[src/rtl/exec_pkg.sv]
// Constants for the nibble swap / xor / direction load execution block.
// Shared by the execution module and its bench.
package exec_pkg;
  localparam int          DATA_W        = 8;
  localparam int          INSN_W        = 14;
  localparam int          FADDR_W       = 7;
  // Opcode patterns and match masks
  localparam logic [13:0] SWAP_MASK     = 14'h3f00;
  localparam logic [13:0] SWAP_PAT      = 14'h0e00;
  localparam logic [13:0] XORF_MASK     = 14'h3f00;
  localparam logic [13:0] XORF_PAT      = 14'h0600;
  localparam logic [13:0] XORL_MASK     = 14'h3f00;
  localparam logic [13:0] XORL_PAT      = 14'h3a00;
  localparam logic [13:0] DIRL_MASK     = 14'h3ff8;
  localparam logic [13:0] DIRL_PAT      = 14'h0060;
  // Field positions
  localparam int          DEST_BIT      = 7;
  // Direction registers and their data-space addresses
  localparam int          NUM_DIR       = 3;
  localparam logic [2:0]  DIR_SEL_FIRST = 3'h5;
  localparam logic [2:0]  DIR_SEL_LAST  = 3'h7;
  localparam logic [6:0]  DIR_ADDR_BASE = 7'h05;
  localparam logic [7:0]  DIR_RESET     = 8'hff;
  localparam logic [7:0]  ACC_RESET     = 8'h00;
  localparam logic        ZERO_RESET    = 1'b0;
endpackage : exec_pkg

[src/rtl/nibble_swap_xor_dir_exec.sv]
// Execution datapath for nibble swap, xor with literal, xor with file
// register and direction register load; holds accumulator, zero flag and
// direction registers. Assumes one instruction per sys_clk edge when
// insn_valid is high, and a file register read port giving file_rdata
// combinationally for the address in the instruction.
// Behaviour
// RULE1 - Swap nibbles of addressed register, flags kept
// RULE2 - Swap result to accumulator or register
// RULE3 - Xor literal into accumulator, set zero
// RULE4 - Copy accumulator into direction register 5-7
// RULE5 - Direction registers readable, writable in data space
// RULE6 - Xor file register, set zero, steer
`timescale 1ns/10ps
`default_nettype none
module nibble_swap_xor_dir_exec
  import exec_pkg::*;
(
  input  wire logic                 sys_clk,
  input  wire logic                 rstn,
  input  wire logic                 insn_valid,
  input  wire logic [INSN_W-1:0]    insn,
  input  wire logic [DATA_W-1:0]    file_rdata,
  output logic      [FADDR_W-1:0]   file_addr,
  output logic                      file_we,
  output logic      [DATA_W-1:0]    file_wdata,
  input  wire logic                 data_we,
  input  wire logic [FADDR_W-1:0]   data_addr,
  input  wire logic [DATA_W-1:0]    data_wdata,
  output logic      [DATA_W-1:0]    data_rdata,
  output logic                      data_hit,
  output logic      [DATA_W-1:0]    working_accumulator,
  output logic                      zero_flag,
  output logic      [DATA_W-1:0]    dir_reg_0,
  output logic      [DATA_W-1:0]    dir_reg_1,
  output logic      [DATA_W-1:0]    dir_reg_2
);

  // Operation kinds after opcode decode
  typedef enum logic [2:0] {
    OP_NONE,
    OP_SWAP,
    OP_XOR_FILE,
    OP_XOR_LIT,
    OP_DIR_LOAD
  } op_kind_t;

  logic               rst_meta_q;
  logic               rst_meta_d;
  logic               rst_sync_q;
  logic               rst_sync_d;

  logic [DATA_W-1:0]  acc_q;
  logic [DATA_W-1:0]  acc_d;
  logic               zero_q;
  logic               zero_d;
  logic [DATA_W-1:0]  dir_q [NUM_DIR];
  logic [DATA_W-1:0]  dir_d [NUM_DIR];

  op_kind_t           op_kind;
  logic               swap_match;
  logic               xorf_match;
  logic               xorl_match;
  logic               dirl_match;
  logic               dir_sel_ok;
  logic               is_swap;
  logic               is_xorf;
  logic               is_xorl;
  logic               is_dirl;
  logic               dest_file;

  logic               file_op;
  logic               acc_load;
  logic               zero_load;
  logic [DATA_W-1:0]  lit_field;
  logic [3:0]         nib_lo;
  logic [3:0]         nib_hi;
  logic [DATA_W-1:0]  result;
  logic [2:0]         dir_sel;
  logic [NUM_DIR-1:0] load_hit;
  logic [NUM_DIR-1:0] addr_hit;
  logic [NUM_DIR-1:0] write_hit;

  // Reset release through two flops; assertion stays asynchronous
  always_comb begin
    rst_meta_d = 1'b1;
    rst_sync_d = rst_meta_q;
  end

  always_ff @(posedge sys_clk or negedge rstn) begin
    if (!rstn) begin
      rst_meta_q <= 1'b0;
      rst_sync_q <= 1'b0;
    end else begin
      rst_meta_q <= rst_meta_d;
      rst_sync_q <= rst_sync_d;
    end
  end

  // Instruction fields
  assign dir_sel   = insn[2:0];
  assign dest_file = insn[DEST_BIT];
  assign lit_field = insn[DATA_W-1:0];
  assign file_addr = insn[FADDR_W-1:0];
  assign nib_lo    = file_rdata[3:0];
  assign nib_hi    = file_rdata[7:4];

  // Opcode matches before the valid qualifier
  assign swap_match = ((insn & SWAP_MASK) == SWAP_PAT);
  assign xorf_match = ((insn & XORF_MASK) == XORF_PAT);
  assign xorl_match = ((insn & XORL_MASK) == XORL_PAT);
  assign dirl_match = ((insn & DIRL_MASK) == DIRL_PAT);
  // Selects outside 5..7 are ignored, no register exists there
  assign dir_sel_ok = (dir_sel >= DIR_SEL_FIRST) && (dir_sel <= DIR_SEL_LAST); // RULE4

  // Patterns are disjoint, so the priority order never matters
  always_comb begin
    op_kind = OP_NONE;
    if (insn_valid) begin
      if (swap_match) begin
        op_kind = OP_SWAP;
      end else if (xorf_match) begin
        op_kind = OP_XOR_FILE;
      end else if (xorl_match) begin
        op_kind = OP_XOR_LIT;
      end else if (dirl_match && dir_sel_ok) begin
        op_kind = OP_DIR_LOAD;
      end
    end
  end

  assign is_swap = (op_kind == OP_SWAP);
  assign is_xorf = (op_kind == OP_XOR_FILE);
  assign is_xorl = (op_kind == OP_XOR_LIT);
  assign is_dirl = (op_kind == OP_DIR_LOAD);

  always_comb begin
    result = acc_q;
    case (op_kind)
      OP_SWAP: begin
        result = {nib_lo, nib_hi}; // RULE1
      end
      OP_XOR_FILE: begin
        result = acc_q ^ file_rdata; // RULE6
      end
      OP_XOR_LIT: begin
        result = acc_q ^ lit_field; // RULE3
      end
      // Other kinds pass the accumulator through unchanged
      default: begin
        result = acc_q;
      end
    endcase
  end

  // Swap and xor with file share the destination steering
  assign file_op    = is_swap || is_xorf;
  assign file_we    = file_op && dest_file; // RULE2
  assign file_wdata = result;
  assign acc_load   = (file_op && !dest_file) || is_xorl; // RULE2
  // Swap and load leave the flag alone
  assign zero_load  = is_xorf || is_xorl; // RULE3 RULE6

  always_comb begin
    acc_d  = acc_q;
    zero_d = zero_q;
    if (acc_load) begin
      acc_d = result;
    end
    if (zero_load) begin
      zero_d = (result == '0);
    end
  end

  always_ff @(posedge sys_clk or negedge rst_sync_q) begin
    if (!rst_sync_q) begin
      acc_q  <= ACC_RESET;
      zero_q <= ZERO_RESET;
    end else begin
      acc_q  <= acc_d;
      zero_q <= zero_d;
    end
  end

  // Load instruction wins over a data-space write to the same register
  // in one cycle; the decoder should never issue both.
  for (genvar i = 0; i < NUM_DIR; i++) begin : g_dir
    localparam logic [2:0] SEL  = 3'(DIR_SEL_FIRST + 3'(i));
    localparam logic [6:0] ADDR = 7'(DIR_ADDR_BASE + 7'(i));
    assign load_hit[i]  = is_dirl && (dir_sel == SEL); // RULE4
    assign addr_hit[i]  = (data_addr == ADDR); // RULE5
    assign write_hit[i] = data_we && addr_hit[i];
    always_comb begin
      dir_d[i] = dir_q[i];
      if (load_hit[i]) begin
        dir_d[i] = acc_q; // RULE4
      end else if (write_hit[i]) begin
        dir_d[i] = data_wdata; // RULE5
      end
    end
    always_ff @(posedge sys_clk or negedge rst_sync_q) begin
      if (!rst_sync_q) begin
        dir_q[i] <= DIR_RESET;
      end else begin
        dir_q[i] <= dir_d[i];
      end
    end
  end

  // Unmapped addresses read back as zero
  always_comb begin
    data_rdata = '0;
    for (int j = 0; j < NUM_DIR; j++) begin
      if (addr_hit[j]) begin
        data_rdata = dir_q[j]; // RULE5
      end
    end
  end

  assign data_hit            = |addr_hit; // RULE5
  assign working_accumulator = acc_q;
  assign zero_flag           = zero_q;
  assign dir_reg_0           = dir_q[0];
  assign dir_reg_1           = dir_q[1];
  assign dir_reg_2           = dir_q[2];

endmodule : nibble_swap_xor_dir_exec
`default_nettype wire

[config.mk]
export PLATFORM = sky130hd
export DESIGN_NAME = nibble_swap_xor_dir_exec
export DESIGN_NICKNAME = d
export VERILOG_FILES = /design/src/rtl/exec_pkg.sv /design/src/rtl/nibble_swap_xor_dir_exec.sv
export SDC_FILE = /design/constraint.sdc
export NUM_CORES = 1
export LEC_CHECK = 0
export BUFFER_PORTS_ARGS = -buffer_cell sky130_fd_sc_hd__buf_4
export CAP_MARGIN = 20
export CORE_MARGIN = 5
export CORE_UTILIZATION = 50
export DETAILED_ROUTE_END_ITERATION = 10
export PLACE_DENSITY_LB_ADDON = 0.15
export SLEW_MARGIN = 0
export SYNTH_ARGS = -nofsm -noshare
export SYNTH_HDL_FRONTEND = slang
export SYNTH_SLANG_ARGS = --single-unit
[constraint.sdc]
create_clock -name sys_clk -period 2.85 [get_ports sys_clk]
set_clock_uncertainty 0.15 [all_clocks]
set_input_delay 0.1425 -clock sys_clk [delete_from_list [all_inputs] [get_ports sys_clk]]
set_output_delay 0.1425 -clock sys_clk [all_outputs]
set_load 0.03 [all_outputs]
==> results of run 1 <==
[cell usage in the layout, fill, tap and decap left out, types with 2 or more instances in the layout]
| cell | count |
|---|---|
| sky130_fd_sc_hd__dlygate4sd3_1 | 3 |
| sky130_fd_sc_hd__a21o_1 | 2 |
| sky130_fd_sc_hd__o21ai_1 | 4 |
| sky130_fd_sc_hd__and3b_1 | 2 |
| sky130_fd_sc_hd__nand3b_1 | 2 |
| sky130_fd_sc_hd__nand3_1 | 7 |
| sky130_fd_sc_hd__o21ai_0 | 19 |
| sky130_fd_sc_hd__mux2i_1 | 25 |
| sky130_fd_sc_hd__a22oi_1 | 8 |
| sky130_fd_sc_hd__nor3b_1 | 2 |
| sky130_fd_sc_hd__a221o_1 | 7 |
| sky130_fd_sc_hd__a21oi_1 | 9 |
| sky130_fd_sc_hd__clkbuf_8 | 7 |
| sky130_fd_sc_hd__nand2_1 | 20 |
| sky130_fd_sc_hd__nor3_1 | 3 |
| sky130_fd_sc_hd__dfrtp_1 | 11 |
| sky130_fd_sc_hd__nand4_1 | 2 |
| sky130_fd_sc_hd__dfstp_2 | 24 |
| sky130_fd_sc_hd__mux2_2 | 16 |
| sky130_fd_sc_hd__nand4b_1 | 3 |
| sky130_fd_sc_hd__a31o_1 | 4 |
| sky130_fd_sc_hd__buf_4 | 100 |
| sky130_fd_sc_hd__a211oi_1 | 5 |
| sky130_fd_sc_hd__nor2_1 | 25 |
[layer usage]
metal,vias up,GRT usage
met5,-,0
met4,0,0.0876
met3,9,0.0660
met2,96,0.368
met1,1009,0.275
li1,1071,-
[sequential cells by signal, indices dropped and copies added, names as in the netlist]
| register | cells |
|---|---|
| dir_reg_0 | 8 |
| dir_reg_1 | 8 |
| dir_reg_2 | 8 |
| rst_meta_q | 1 |
| rst_sync_q | 1 |
| working_accumulator | 8 |
| zero_flag | 1 |
[final cells by class]
class,count,area (µm²),share of cell area
Clock buffer,7,96.3,0.0307
Clock inverter,1,7.51,0.00239
Inverter,1,3.75,0.00120
Multi-Input combinational cell,185,1280,0.408
Sequential cell,35,906,0.288
Tap cell,52,65.1,0.0207
Timing Repair Buffer,103,781,0.249
[power by group]
| group | internal [µW] | leakage (µW) | total [µW] | switching [µW] |
|---|---|---|---|---|
| Combinational | 139 | 0.00110 | 319 | 180 |
| Clock | 220 | 0.0000505 | 397 | 177 |
| Sequential | 552 | 0.000392 | 582 | 29.9 |
| Total | 910 | 0.00155 | 1300 | 387 |
[worst max-delay path: cells and delay by family]
kind | cells | cell delay, ns
AO/OA/AOI/OAI | 4 | 1.14
buffers and inverters | 1 | 0.13
AND/OR/NAND/NOR | 2 | 0.93
[metrics by stage]
step / setup WS [ns] / cell area (µm²)
floorplan: 0.332 / 2300
global placement: 0.292 / 3010
detailed placement: 0.256 / 3010
CTS: 0.542 / 3140
global route: 0.432 / 3140
finish: 0.532 / 3140
[cell families (layout without fill, tap and decap cells)]
group	Yosys count	after routing
AO/OA/AOI/OAI	66	66
XOR/XNOR	1	1
buffers and inverters	20	112
flip-flops	35	35
multiplexers	41	41
other	1	1
AND/OR/NAND/NOR	76	76
[path summary, 6_finish.rpt]
check,start,endpoint,slack (ns),cells after the start
min in group sys_clk,data_wdata[3],dir_reg_2[3]$_DFFE_PN1P_,0.02,3
worst max-delay path,insn[12],zero_flag$_DFFE_PN0P_,0.53,7
worst min register to register,rst_sync_q$_DFF_PN0_,working_accumulator[6]$_DFFE_PN0P_,0.13,1
worst min-delay path,rstn,rst_meta_q$_DFF_PN0_,0.02,2
worst max register to register,working_accumulator[5]$_DFFE_PN0P_,zero_flag$_DFFE_PN0P_,0.89,4
max in group asynchronous,rst_sync_q$_DFF_PN0_,dir_reg_2[1]$_DFFE_PN1P_,2.07,1
[timing repair]
item                                   in CTS  in global routing
endpoints found under the hold margin       4                  0
setup endpoints to repair                   0                  0
setup buffers                               0                  0
hold buffers                                3                  0
==> impl_summary.log, run 1 <==
[metrics] Yosys Warn Count: 0
[metrics] I/O pin cnt: 99
[metrics] Worst Hold Slack: 0.0183 ns
[metrics] area share of fa/ha/maj cells after synthesis: 0
[metrics] weighted congestion at the end of routability-driven global placement: 0.935
[metrics] total inserted antenna cells: 0
[metrics] DR top layer: met4
[metrics] TritonCTS Buffers: 5
[metrics] final non-filler cell total: 384
[metrics] number of global-route vias before repair: 2230
[metrics] final number of max-transition violations: 0
[metrics] area of the core region: 0.00441 mm²
[metrics] Routed Wire Length: 6680 µm
[metrics] Remaining Overflow, GRT: 0
[metrics] leading cell types by count after synthesis: 25 x sky130_fd_sc_hd__mux2i_1, 25 x sky130_fd_sc_hd__nor2_1, 24 x sky130_fd_sc_hd__dfstp_2
[metrics] number of hold violations in the final report: 0
[metrics] critical-path maximum fanout: 10
[metrics] Sum Neg Setup Slack: 0 ns
[metrics] CTS tree: done
[metrics] wire per inst: 17.4 µm
[metrics] Clk Latency, worst-skew pair: 0.29 ns
[metrics] Setup crit start kind: input port
[metrics] Initial Util: 0.520
[metrics] fraction of synthesized area in multiplexers: 0.187
[metrics] library cells used by synthesis: 45
[metrics] classification of the worst setup path: input port to register
[metrics] run status: finished, final reports clean
[metrics] Power, Total: 1300 µW
[metrics] count of flip-flops with a built-in enable after synthesis: 0
[metrics] Pleak: 0.00155 µW
[metrics] basic-gate share of the synthesized area counting and, or, nand and nor cells: 0.169
[metrics] number of detailed-route iterations in the first pass: 5
[metrics] Hold Crit Class: input port to async pin
[metrics] GRT Overall Usage: 0.224
[metrics] wire length the detailed router placed on met1: 2740 µm
[metrics] kind of capture point of the worst setup path: register
[metrics] Tcrit/Tclk final: 0.813
[metrics] fraction of final layout cells with drive strength greater than 1: 0.461
[metrics] cell-by-cell listing of the critical path: buf_4 -> or3b_1 -> a21o_1 -> a31o_1 -> a221o_1 -> or4_1 -> o41ai_2
[metrics] horizontal extent of the die: 77.8 µm
[metrics] H-Tree Depth: 2
[metrics] Buffers on Ports: 98
[metrics] upper clock frequency limit: 0.431 GHz
[metrics] Pwr per Cell Area: 413 mW/mm²
[metrics] maximum vdd drop: 281 µV
[metrics] critical path data arrival time: 2.35 ns
[metrics] number of nets in the final layout: 372
[metrics] Antenna Violating Nets Remaining: 0
[metrics] final HPWL from detailed placement: 5060 µm
[metrics] Seq cells post-synth: 35
[metrics] most common flop cell mapped by yosys: sky130_fd_sc_hd__dfstp_2
[metrics] vias per cell: 5.69
[metrics] dominant cell type by area after synthesis: sky130_fd_sc_hd__dfstp_2
[metrics] cell type of the slowest stage on the worst timing path: sky130_fd_sc_hd__or4_1
[metrics] Clock Tree Root: sky130_fd_sc_hd__clkbuf_8
[metrics] area overhead of the layout relative to synthesis: 36.8%
[metrics] antenna violations before repair: 0
[metrics] drt drc: 0
[metrics] actual transition at the worst max-transition pin: 0.708 ns
[metrics] via count: 2185
[metrics] clock buffer depth: 2
[metrics] mapped cell area: 0.00230 mm²
[metrics] Met2 Routed Length: 3160 µm
[metrics] setup violation total in the final timing report: 0
[metrics] count of filler cells inserted in the layout: 376
[metrics] setup repair after global routing missed its margin: false
[metrics] starting DRC count in detailed routing: 87
[metrics] placed instance count: 373
[metrics] area enclosed by the die boundary: 0.00605 mm²
[metrics] Gate Count Post-Synth: 240
[metrics] post-synthesis share of cell area spent on xor and xnor gates: 0.00381
[metrics] end-of-flow core utilization: 0.711
[metrics] largest net degree at the start of global routing: 34
[metrics] post-synth net total: 281
[metrics] routed length on met3: 665 µm
[metrics] area share of the leading cell type in the synthesized netlist: 0.275
[metrics] main combinational cell family by area after synthesis: compound AO/OA/AOI/OAI gates
[metrics] worst-case headroom to the max-slew limit: 0.526
[metrics] number of maximum-capacitance constraint violations: 0
[metrics] vertical die dimension: 77.8 µm
[metrics] mean area per synthesized cell: 9.57 µm²
[metrics] stage delay of the slowest cell on the critical path: 0.54 ns
[metrics] clock-pin slew on the worst setup and hold paths: 0.08 ns
[metrics] Resized Gates After CTS: 0
[metrics] share of the yosys chip area belonging to registers: 0.395
[metrics] number of clock sinks: 35
[metrics] critical path required time: 2.88 ns
[metrics] # rows: 24
[metrics] first-pass GRT wire length: 10900 µm
[metrics] time the worst path needs with I/O delays and setup: 2.32 ns
[metrics] biggest area contributors in the synthesized netlist: sky130_fd_sc_hd__dfstp_2 27%, sky130_fd_sc_hd__dfrtp_1 12%, sky130_fd_sc_hd__mux2i_1 11%, sky130_fd_sc_hd__mux2_2 7.8%, sky130_fd_sc_hd__o21ai_0 4.1%
[metrics] compound-gate portion of the synthesized area: 0.196
[metrics] Post-synth ARST share: 1.00
Power figures use the tool's default switching activity.
==> inputs of run 2 (changes only) <==
--- a/config.mk
+++ b/config.mk
@@ -8,7 +8,7 @@
 export BUFFER_PORTS_ARGS = -buffer_cell sky130_fd_sc_hd__buf_4
 export CAP_MARGIN = 20
 export CORE_MARGIN = 5
-export CORE_UTILIZATION = 50
+export CORE_UTILIZATION = 48
 export DETAILED_ROUTE_END_ITERATION = 10
 export PLACE_DENSITY_LB_ADDON = 0.15
 export SLEW_MARGIN = 0
==> constraint.sdc (replaced) <==
create_clock -name sys_clk -period 2.4 [get_ports sys_clk]
set_clock_uncertainty 0.15 [all_clocks]
set_input_delay 0.12 -clock sys_clk [delete_from_list [all_inputs] [get_ports sys_clk]]
set_output_delay 0.12 -clock sys_clk [all_outputs]
set_load 0.03 [all_outputs]
==> run 2 against run 1 <==
Final cell count grew 4.9%. Power grew 19%. Combinational power is 23% higher. Wire length is 3.7% higher. Critical path type is now input port to output pin.
==> impl_summary.log, run 2 (synthesis results as in run 1) <==
[metrics] run status: finished, final reports clean
[metrics] sw power: 449 µW
[metrics] Hold Crit Class: input port to register
[metrics] Setup crit start kind: input port
[metrics] number of nets in the final layout: 389
[metrics] setup violation total in the final timing report: 0
[metrics] cell-by-cell listing of the critical path: buf_4 -> buf_4 -> or4b_1 -> a21o_1 -> a211oi_1 -> a221o_1 -> buf_4 -> buf_4
[metrics] H-Tree Depth: 2
[metrics] Comb pwr share: 0.254
[metrics] wire per inst: 17.2 µm
[metrics] kind of capture point of the worst setup path: output pin
[metrics] classification of the worst setup path: input port to output pin
[metrics] area overhead of the layout relative to synthesis: 43.1%
[metrics] cell type of the slowest stage on the worst timing path: sky130_fd_sc_hd__or4b_1
[metrics] maximum vdd drop: 229 µV
[metrics] total inserted antenna cells: 0
[metrics] vias per cell: 5.61
[metrics] weighted congestion at the end of routability-driven global placement: 0.954
[metrics] count of filler cells inserted in the layout: 408
[metrics] Net Sw Frac: 0.291
[metrics] worst-case headroom to the max-slew limit: 0.612
[metrics] antenna violations before repair: 0
[metrics] number of maximum-capacitance constraint violations: 0
[metrics] part of the total power dissipated in sequential elements: 0.448
[metrics] flop-to-flop setup slack: 0.50 ns
[metrics] via count: 2262
[metrics] cell class contributing the biggest share of worst-path delay: compound AO/OA/AOI/OAI gates
[metrics] Pwr per Cell Area: 469 mW/mm²
[metrics] most frequent cell on the critical path: sky130_fd_sc_hd__buf_4
[metrics] commonest cells after routing, fill and taps aside: 111 x sky130_fd_sc_hd__buf_4, 25 x sky130_fd_sc_hd__nor2_1, 25 x sky130_fd_sc_hd__mux2i_1, 24 x sky130_fd_sc_hd__dfstp_2, 20 x sky130_fd_sc_hd__nand2_1
[metrics] actual transition at the worst max-transition pin: 0.580 ns
[metrics] count of cells along the worst hold path: 3
[metrics] Hold Path Sink: dir_reg_2[1]$_DFFE_PN1P_
[metrics] # rows: 25
[metrics] vertical die dimension: 79.2 µm
[metrics] Hold Path Origin: data_wdata[1]
[metrics] setup repair after global routing missed its margin: false
[metrics] cell internal power dissipation: 1090 µW
[metrics] Buffers on Ports: 98
[metrics] number of global-route vias before repair: 2172
[metrics] area enclosed by the die boundary: 0.00627 mm²
[metrics] startpoint of the most critical register-to-register path: working_accumulator[5]$_DFFE_PN0P_
[metrics] fraction of final layout cells with drive strength greater than 1: 0.473
[metrics] Worst Hold Slack: 0.00613 ns
[metrics] Pleak: 0.00162 µW
[metrics] critical path data arrival time: 1.94 ns
[metrics] CTS tree: done
[metrics] first-pass GRT wire length: 11000 µm
[metrics] stage delay of the slowest cell on the critical path: 0.54 ns
[metrics] number of clock sinks: 35
[metrics] Power, Total: 1540 µW
[metrics] proportion of power drawn by the clock network: 0.299
[metrics] final number of max-transition violations: 0
[metrics] I/O pin cnt: 99
[metrics] Initial Util: 0.489
[metrics] final HPWL from detailed placement: 5390 µm
[metrics] TritonCTS Buffers: 5
[metrics] time the worst path needs with I/O delays and setup: 2.21 ns
[metrics] area of the core region: 0.00469 mm²
[metrics] critical-path maximum fanout: 11
[metrics] critical path required time: 2.13 ns
[metrics] Tcrit/Tclk final: 0.922
[metrics] Remaining Overflow, GRT: 0
[metrics] Buffers & Inverters on Critical Path: 4
[metrics] starting DRC count in detailed routing: 118
[metrics] number of detailed-route iterations in the first pass: 4
[metrics] horizontal extent of the die: 79.2 µm
[metrics] clock-pin slew on the worst setup and hold paths: 0.07 ns
[metrics] r2r worst-path depth: 4
[metrics] capture point of the worst reg-to-reg path: zero_flag$_DFFE_PN0P_
[metrics] clock buffer depth: 2
[metrics] number of hold violations in the final report: 0
[metrics] Clk Latency, worst-skew pair: 0.28 ns
[metrics] Routed Wire Length: 6920 µm
[metrics] drt drc: 0
[metrics] upper clock frequency limit: 0.452 GHz
[metrics] largest net degree at the start of global routing: 34
[metrics] GRT Overall Usage: 0.223
[metrics] Antenna Violating Nets Remaining: 0
[metrics] most common library cell in the layout ignoring fill and taps: sky130_fd_sc_hd__buf_4
[metrics] Clock Tree Root: sky130_fd_sc_hd__clkbuf_8
## run 2: per-layer routing
metal | wire, µm | vias up | track usage | part of all wire
met4 | 55 | 0 | 0.0481 | 0.0079
met5 | 0 | - | 0 | 0
met2 | 3420 | 93 | 0.385 | 0.49
li1 | - | 1111 | - | -
met3 | 547 | 5 | 0.0465 | 0.079
met1 | 2900 | 1053 | 0.287 | 0.42
## run 2: worst max-delay path by stage
stage | startpoint | end | slack (ns) | cells past startpoint
floorplan | insn[12] | zero_flag$_DFFE_PN0P_ | 0.02 | 7
global placement | insn[12] | zero_flag$_DFFE_PN0P_ | -0.02 | 7
detailed placement | insn[12] | zero_flag$_DFFE_PN0P_ | -0.09 | 7
CTS | insn[13] | file_wdata[5] | 0.21 | 8
global route | insn[13] | file_wdata[6] | 0.11 | 8
finish | insn[13] | file_wdata[3] | 0.19 | 8
## run 2: stage by stage
step / utilization / worst slack (ns) / cell area, µm² / std cells / setup TNS, ns
floorplan: - / 0.0152 / 2300 / 240 / 0
global placement: 0.659 / -0.0159 / 3090 / 386 / -0.0159
detailed placement: 0.659 / -0.0855 / 3090 / 386 / -0.0855
CTS: 0.700 / 0.212 / 3280 / 403 / 0
global route: 0.700 / 0.107 / 3280 / 403 / 0
finish: 0.700 / 0.187 / 3280 / 403 / 0
## run 2: repair_timing
item	4_1_cts	5_1_grt
gates resized for setup	0	0
setup buffers	0	0
hold buffers	9	0
endpoints found under the hold margin	14	0
## run 2: cell type report
type,count,area [µm²],area share
tap,54,67.6,0.0206
timing repair buffer,120,923,0.281
multi-input combinational,185,1280,0.391
clock buffer,8,100,0.0305
inverter,1,3.75,0.00114
sequential,35,906,0.276
## run 2: tightest hold or removal path: cells and delay by family
| family | cells | cell delay, ns |
|---|---|---|
| buffers and inverters | 1 | 0.12 |
| muxes | 1 | 0.12 |
| AOI/OAI and AO/OA | 1 | 0.08 |
## run 2: power groups by stage
stage,sequential [µW],clock (µW),combinational [µW]
floorplan,778,0,131
global placement,697,0,378
detailed placement,700,0,382
CTS,690,471,394
global route,697,498,419
finish,690,461,391
==> inputs of run 3 (changes only) <==
--- a/config.mk
+++ b/config.mk
@@ -11,6 +11,7 @@
 export CORE_UTILIZATION = 48
 export DETAILED_ROUTE_END_ITERATION = 10
 export PLACE_DENSITY_LB_ADDON = 0.15
+export SETUP_SLACK_MARGIN = 0.2
 export SLEW_MARGIN = 0
 export SYNTH_ARGS = -nofsm -noshare
 export SYNTH_HDL_FRONTEND = slang
==> run 3 against run 2 <==
Cell area rose by 1.3%. Die area unchanged. Clock power is 8.0% lower. Global-route usage grew 1.4 points. Hold slack improved by 0.0014 ns. Worst setup slack better by 0.022 ns. Sequential share of layout area shrank 0.36 points. Non-clock buffer count is the same. Wire length up 4.6%. First-iteration DRC count increased by 46%. Register-to-register slack worse by 0.13 ns. Via count increased by 1.1%. Largest power group unchanged.
==> impl_summary.log, run 3 (synthesis results as in run 1) <==
[metrics] fraction of final layout cells with drive strength greater than 1: 0.499
[metrics] area overhead of the layout relative to synthesis: 45.0%
[metrics] Sum Neg Setup Slack: 0 ns
[metrics] time the worst path needs with I/O delays and setup: 2.19 ns
[metrics] H-Tree Depth: 2
[metrics] TritonCTS Buffers: 5
[metrics] end-of-flow core utilization: 0.709
[metrics] via count: 2287
[metrics] wire per inst: 18.0 µm
[metrics] number of global-route vias before repair: 2285
[metrics] Post-DP Area: 0.00310 mm²
[metrics] commonest cells after routing, fill and taps aside: 110 x sky130_fd_sc_hd__buf_4, 25 x sky130_fd_sc_hd__nor2_1, 25 x sky130_fd_sc_hd__mux2i_1, 24 x sky130_fd_sc_hd__dfstp_2, 20 x sky130_fd_sc_hd__nand2_1
[metrics] CTS tree: done
[metrics] # rows: 25
[metrics] setup repair after global routing missed its margin: true
[metrics] upper clock frequency limit: 0.456 GHz
[metrics] final HPWL from detailed placement: 5490 µm
[metrics] actual transition at the worst max-transition pin: 0.585 ns
[metrics] kind of capture point of the worst setup path: register
[metrics] number of clock sinks: 35
[metrics] classification of the worst setup path: input port to register
[metrics] weighted congestion at the end of routability-driven global placement: 0.929
[metrics] final number of max-transition violations: 0
[metrics] starting DRC count in detailed routing: 172
[metrics] clock-pin slew on the worst setup and hold paths: 0.08 ns
[metrics] number of hold violations in the final report: 0
[metrics] Tcrit/Tclk final: 0.913
[metrics] critical path data arrival time: 2.23 ns
[metrics] clock buffer depth: 2
[metrics] cell area after layout: 0.00333 mm²
[metrics] GRT Overall Usage: 0.237
[metrics] Clock Tree Root: sky130_fd_sc_hd__clkbuf_8
[metrics] vertical die dimension: 79.2 µm
[metrics] Initial Util: 0.489
[metrics] Routed Wire Length: 7240 µm
[metrics] worst-case setup slack after placement: -0.0300 ns
[metrics] critical path required time: 2.44 ns
[metrics] Pwr per Cell Area: 455 mW/mm²
[metrics] setup violation total in the final timing report: 0
[metrics] final worst slack: 0.208 ns
[metrics] number of nets in the final layout: 389
[metrics] worst-case headroom to the max-slew limit: 0.608
[metrics] vias per cell: 5.67
[metrics] Hold Crit Class: input port to register
[metrics] area of the core region: 0.00469 mm²
[metrics] Pleak: 0.00162 µW
[metrics] most common library cell in the layout ignoring fill and taps: sky130_fd_sc_hd__buf_4
[metrics] horizontal extent of the die: 79.2 µm
[metrics] maximum vdd drop: 224 µV
[metrics] antenna violations before repair: 0
[metrics] Antenna Violating Nets Remaining: 0
[metrics] total inserted antenna cells: 0
[metrics] number of detailed-route iterations in the first pass: 4
[metrics] Buffers on Ports: 98
[metrics] first-pass GRT wire length: 11600 µm
[metrics] drt drc: 0
[metrics] Clk Latency, worst-skew pair: 0.28 ns
[metrics] run status: finished, final reports clean
[metrics] critical-path maximum fanout: 7
[metrics] number of maximum-capacitance constraint violations: 0
[metrics] area enclosed by the die boundary: 0.00627 mm²
[metrics] Worst Hold Slack: 0.00756 ns
[metrics] Remaining Overflow, GRT: 0
[metrics] I/O pin cnt: 99
[metrics] largest net degree at the start of global routing: 34
[metrics] Setup crit start kind: input port
==> run 3: cell count changes in the layout (fill, tap and decap cells not counted), moves of 2 or more <==
cell / change
sky130_fd_sc_hd__a21o_4: +2
sky130_fd_sc_hd__clkinvlp_4: +2
sky130_fd_sc_hd__clkbuf_8: -2
sky130_fd_sc_hd__dlygate4sd3_1: -2
sky130_fd_sc_hd__buf_6: +3
sky130_fd_sc_hd__a21o_1: -2
==> run 3: final timing paths <==
kind / from / endpoint / slack (ns) / cells past startpoint
max in group asynchronous: rstn / rst_meta_q$_DFF_PN0_ / 1.39 / 3
min in group asynchronous: rst_sync_q$_DFF_PN0_ / working_accumulator[0]$_DFFE_PN0P_ / 0.11 / 1
worst max register to register: working_accumulator[5]$_DFFE_PN0P_ / zero_flag$_DFFE_PN0P_ / 0.37 / 4
worst min-delay path: data_wdata[2] / dir_reg_0[2]$_DFFE_PN1P_ / 0.008 / 3
worst min register to register: rst_sync_q$_DFF_PN0_ / working_accumulator[0]$_DFFE_PN0P_ / 0.11 / 1
worst max-delay path: insn[13] / zero_flag$_DFFE_PN0P_ / 0.21 / 7
==> run 3: per-stage QoR <==
step                power (µW)  std cells
finish                    1510        403
global route              1590        403
CTS                       1510        402
detailed placement        1080        387
global placement          1080        387
floorplan                  909        240
==> run 3: repair_timing <==
item                       CTS  global route
gates resized for setup      1            11
pin swaps                    0             8
buffers inserted             0             1
hold endpoints to repair    11             0
setup endpoints to repair    4             7
hold buffers                 7             0
==> run 3: layer usage <==
layer / wire (µm) / global-route usage / share of wire / vias up
li1: - / - / - / 1106
met1: 3080 / 0.293 / 0.42 / 1074
met2: 3560 / 0.409 / 0.49 / 96
met3: 495 / 0.0499 / 0.068 / 11
met4: 116 / 0.0790 / 0.016 / 0
met5: 0 / 0 / 0 / -
==> run 3: final cells by class <==
cell class | instances | area (µm²)
fillers | 388 | 1360
repair buffers | 120 | 930
flip-flops and latches | 35 | 906
inverters | 1 | 3.75
clock inverters | 3 | 20.0
multi-input cells | 185 | 1330
well taps | 54 | 67.6
clock buffers | 5 | 68.8
==> run 3: critical path, stage by stage <==
cell,delay (ns)
sky130_fd_sc_hd__buf_6,0.09
sky130_fd_sc_hd__or3b_4,0.39
sky130_fd_sc_hd__a21o_4,0.25
sky130_fd_sc_hd__a31o_1,0.19
sky130_fd_sc_hd__a221o_2,0.34
sky130_fd_sc_hd__or4_4,0.55
sky130_fd_sc_hd__o41ai_4,0.29
==> run 3: power by group <==
part	total, µW	switching (µW)	internal (µW)	leakage, µW
combinational	400	221	179	0.00119
clock	424	222	202	0.0000402
sequential	691	35.9	655	0.000392
total	1510	478	1040	0.00162
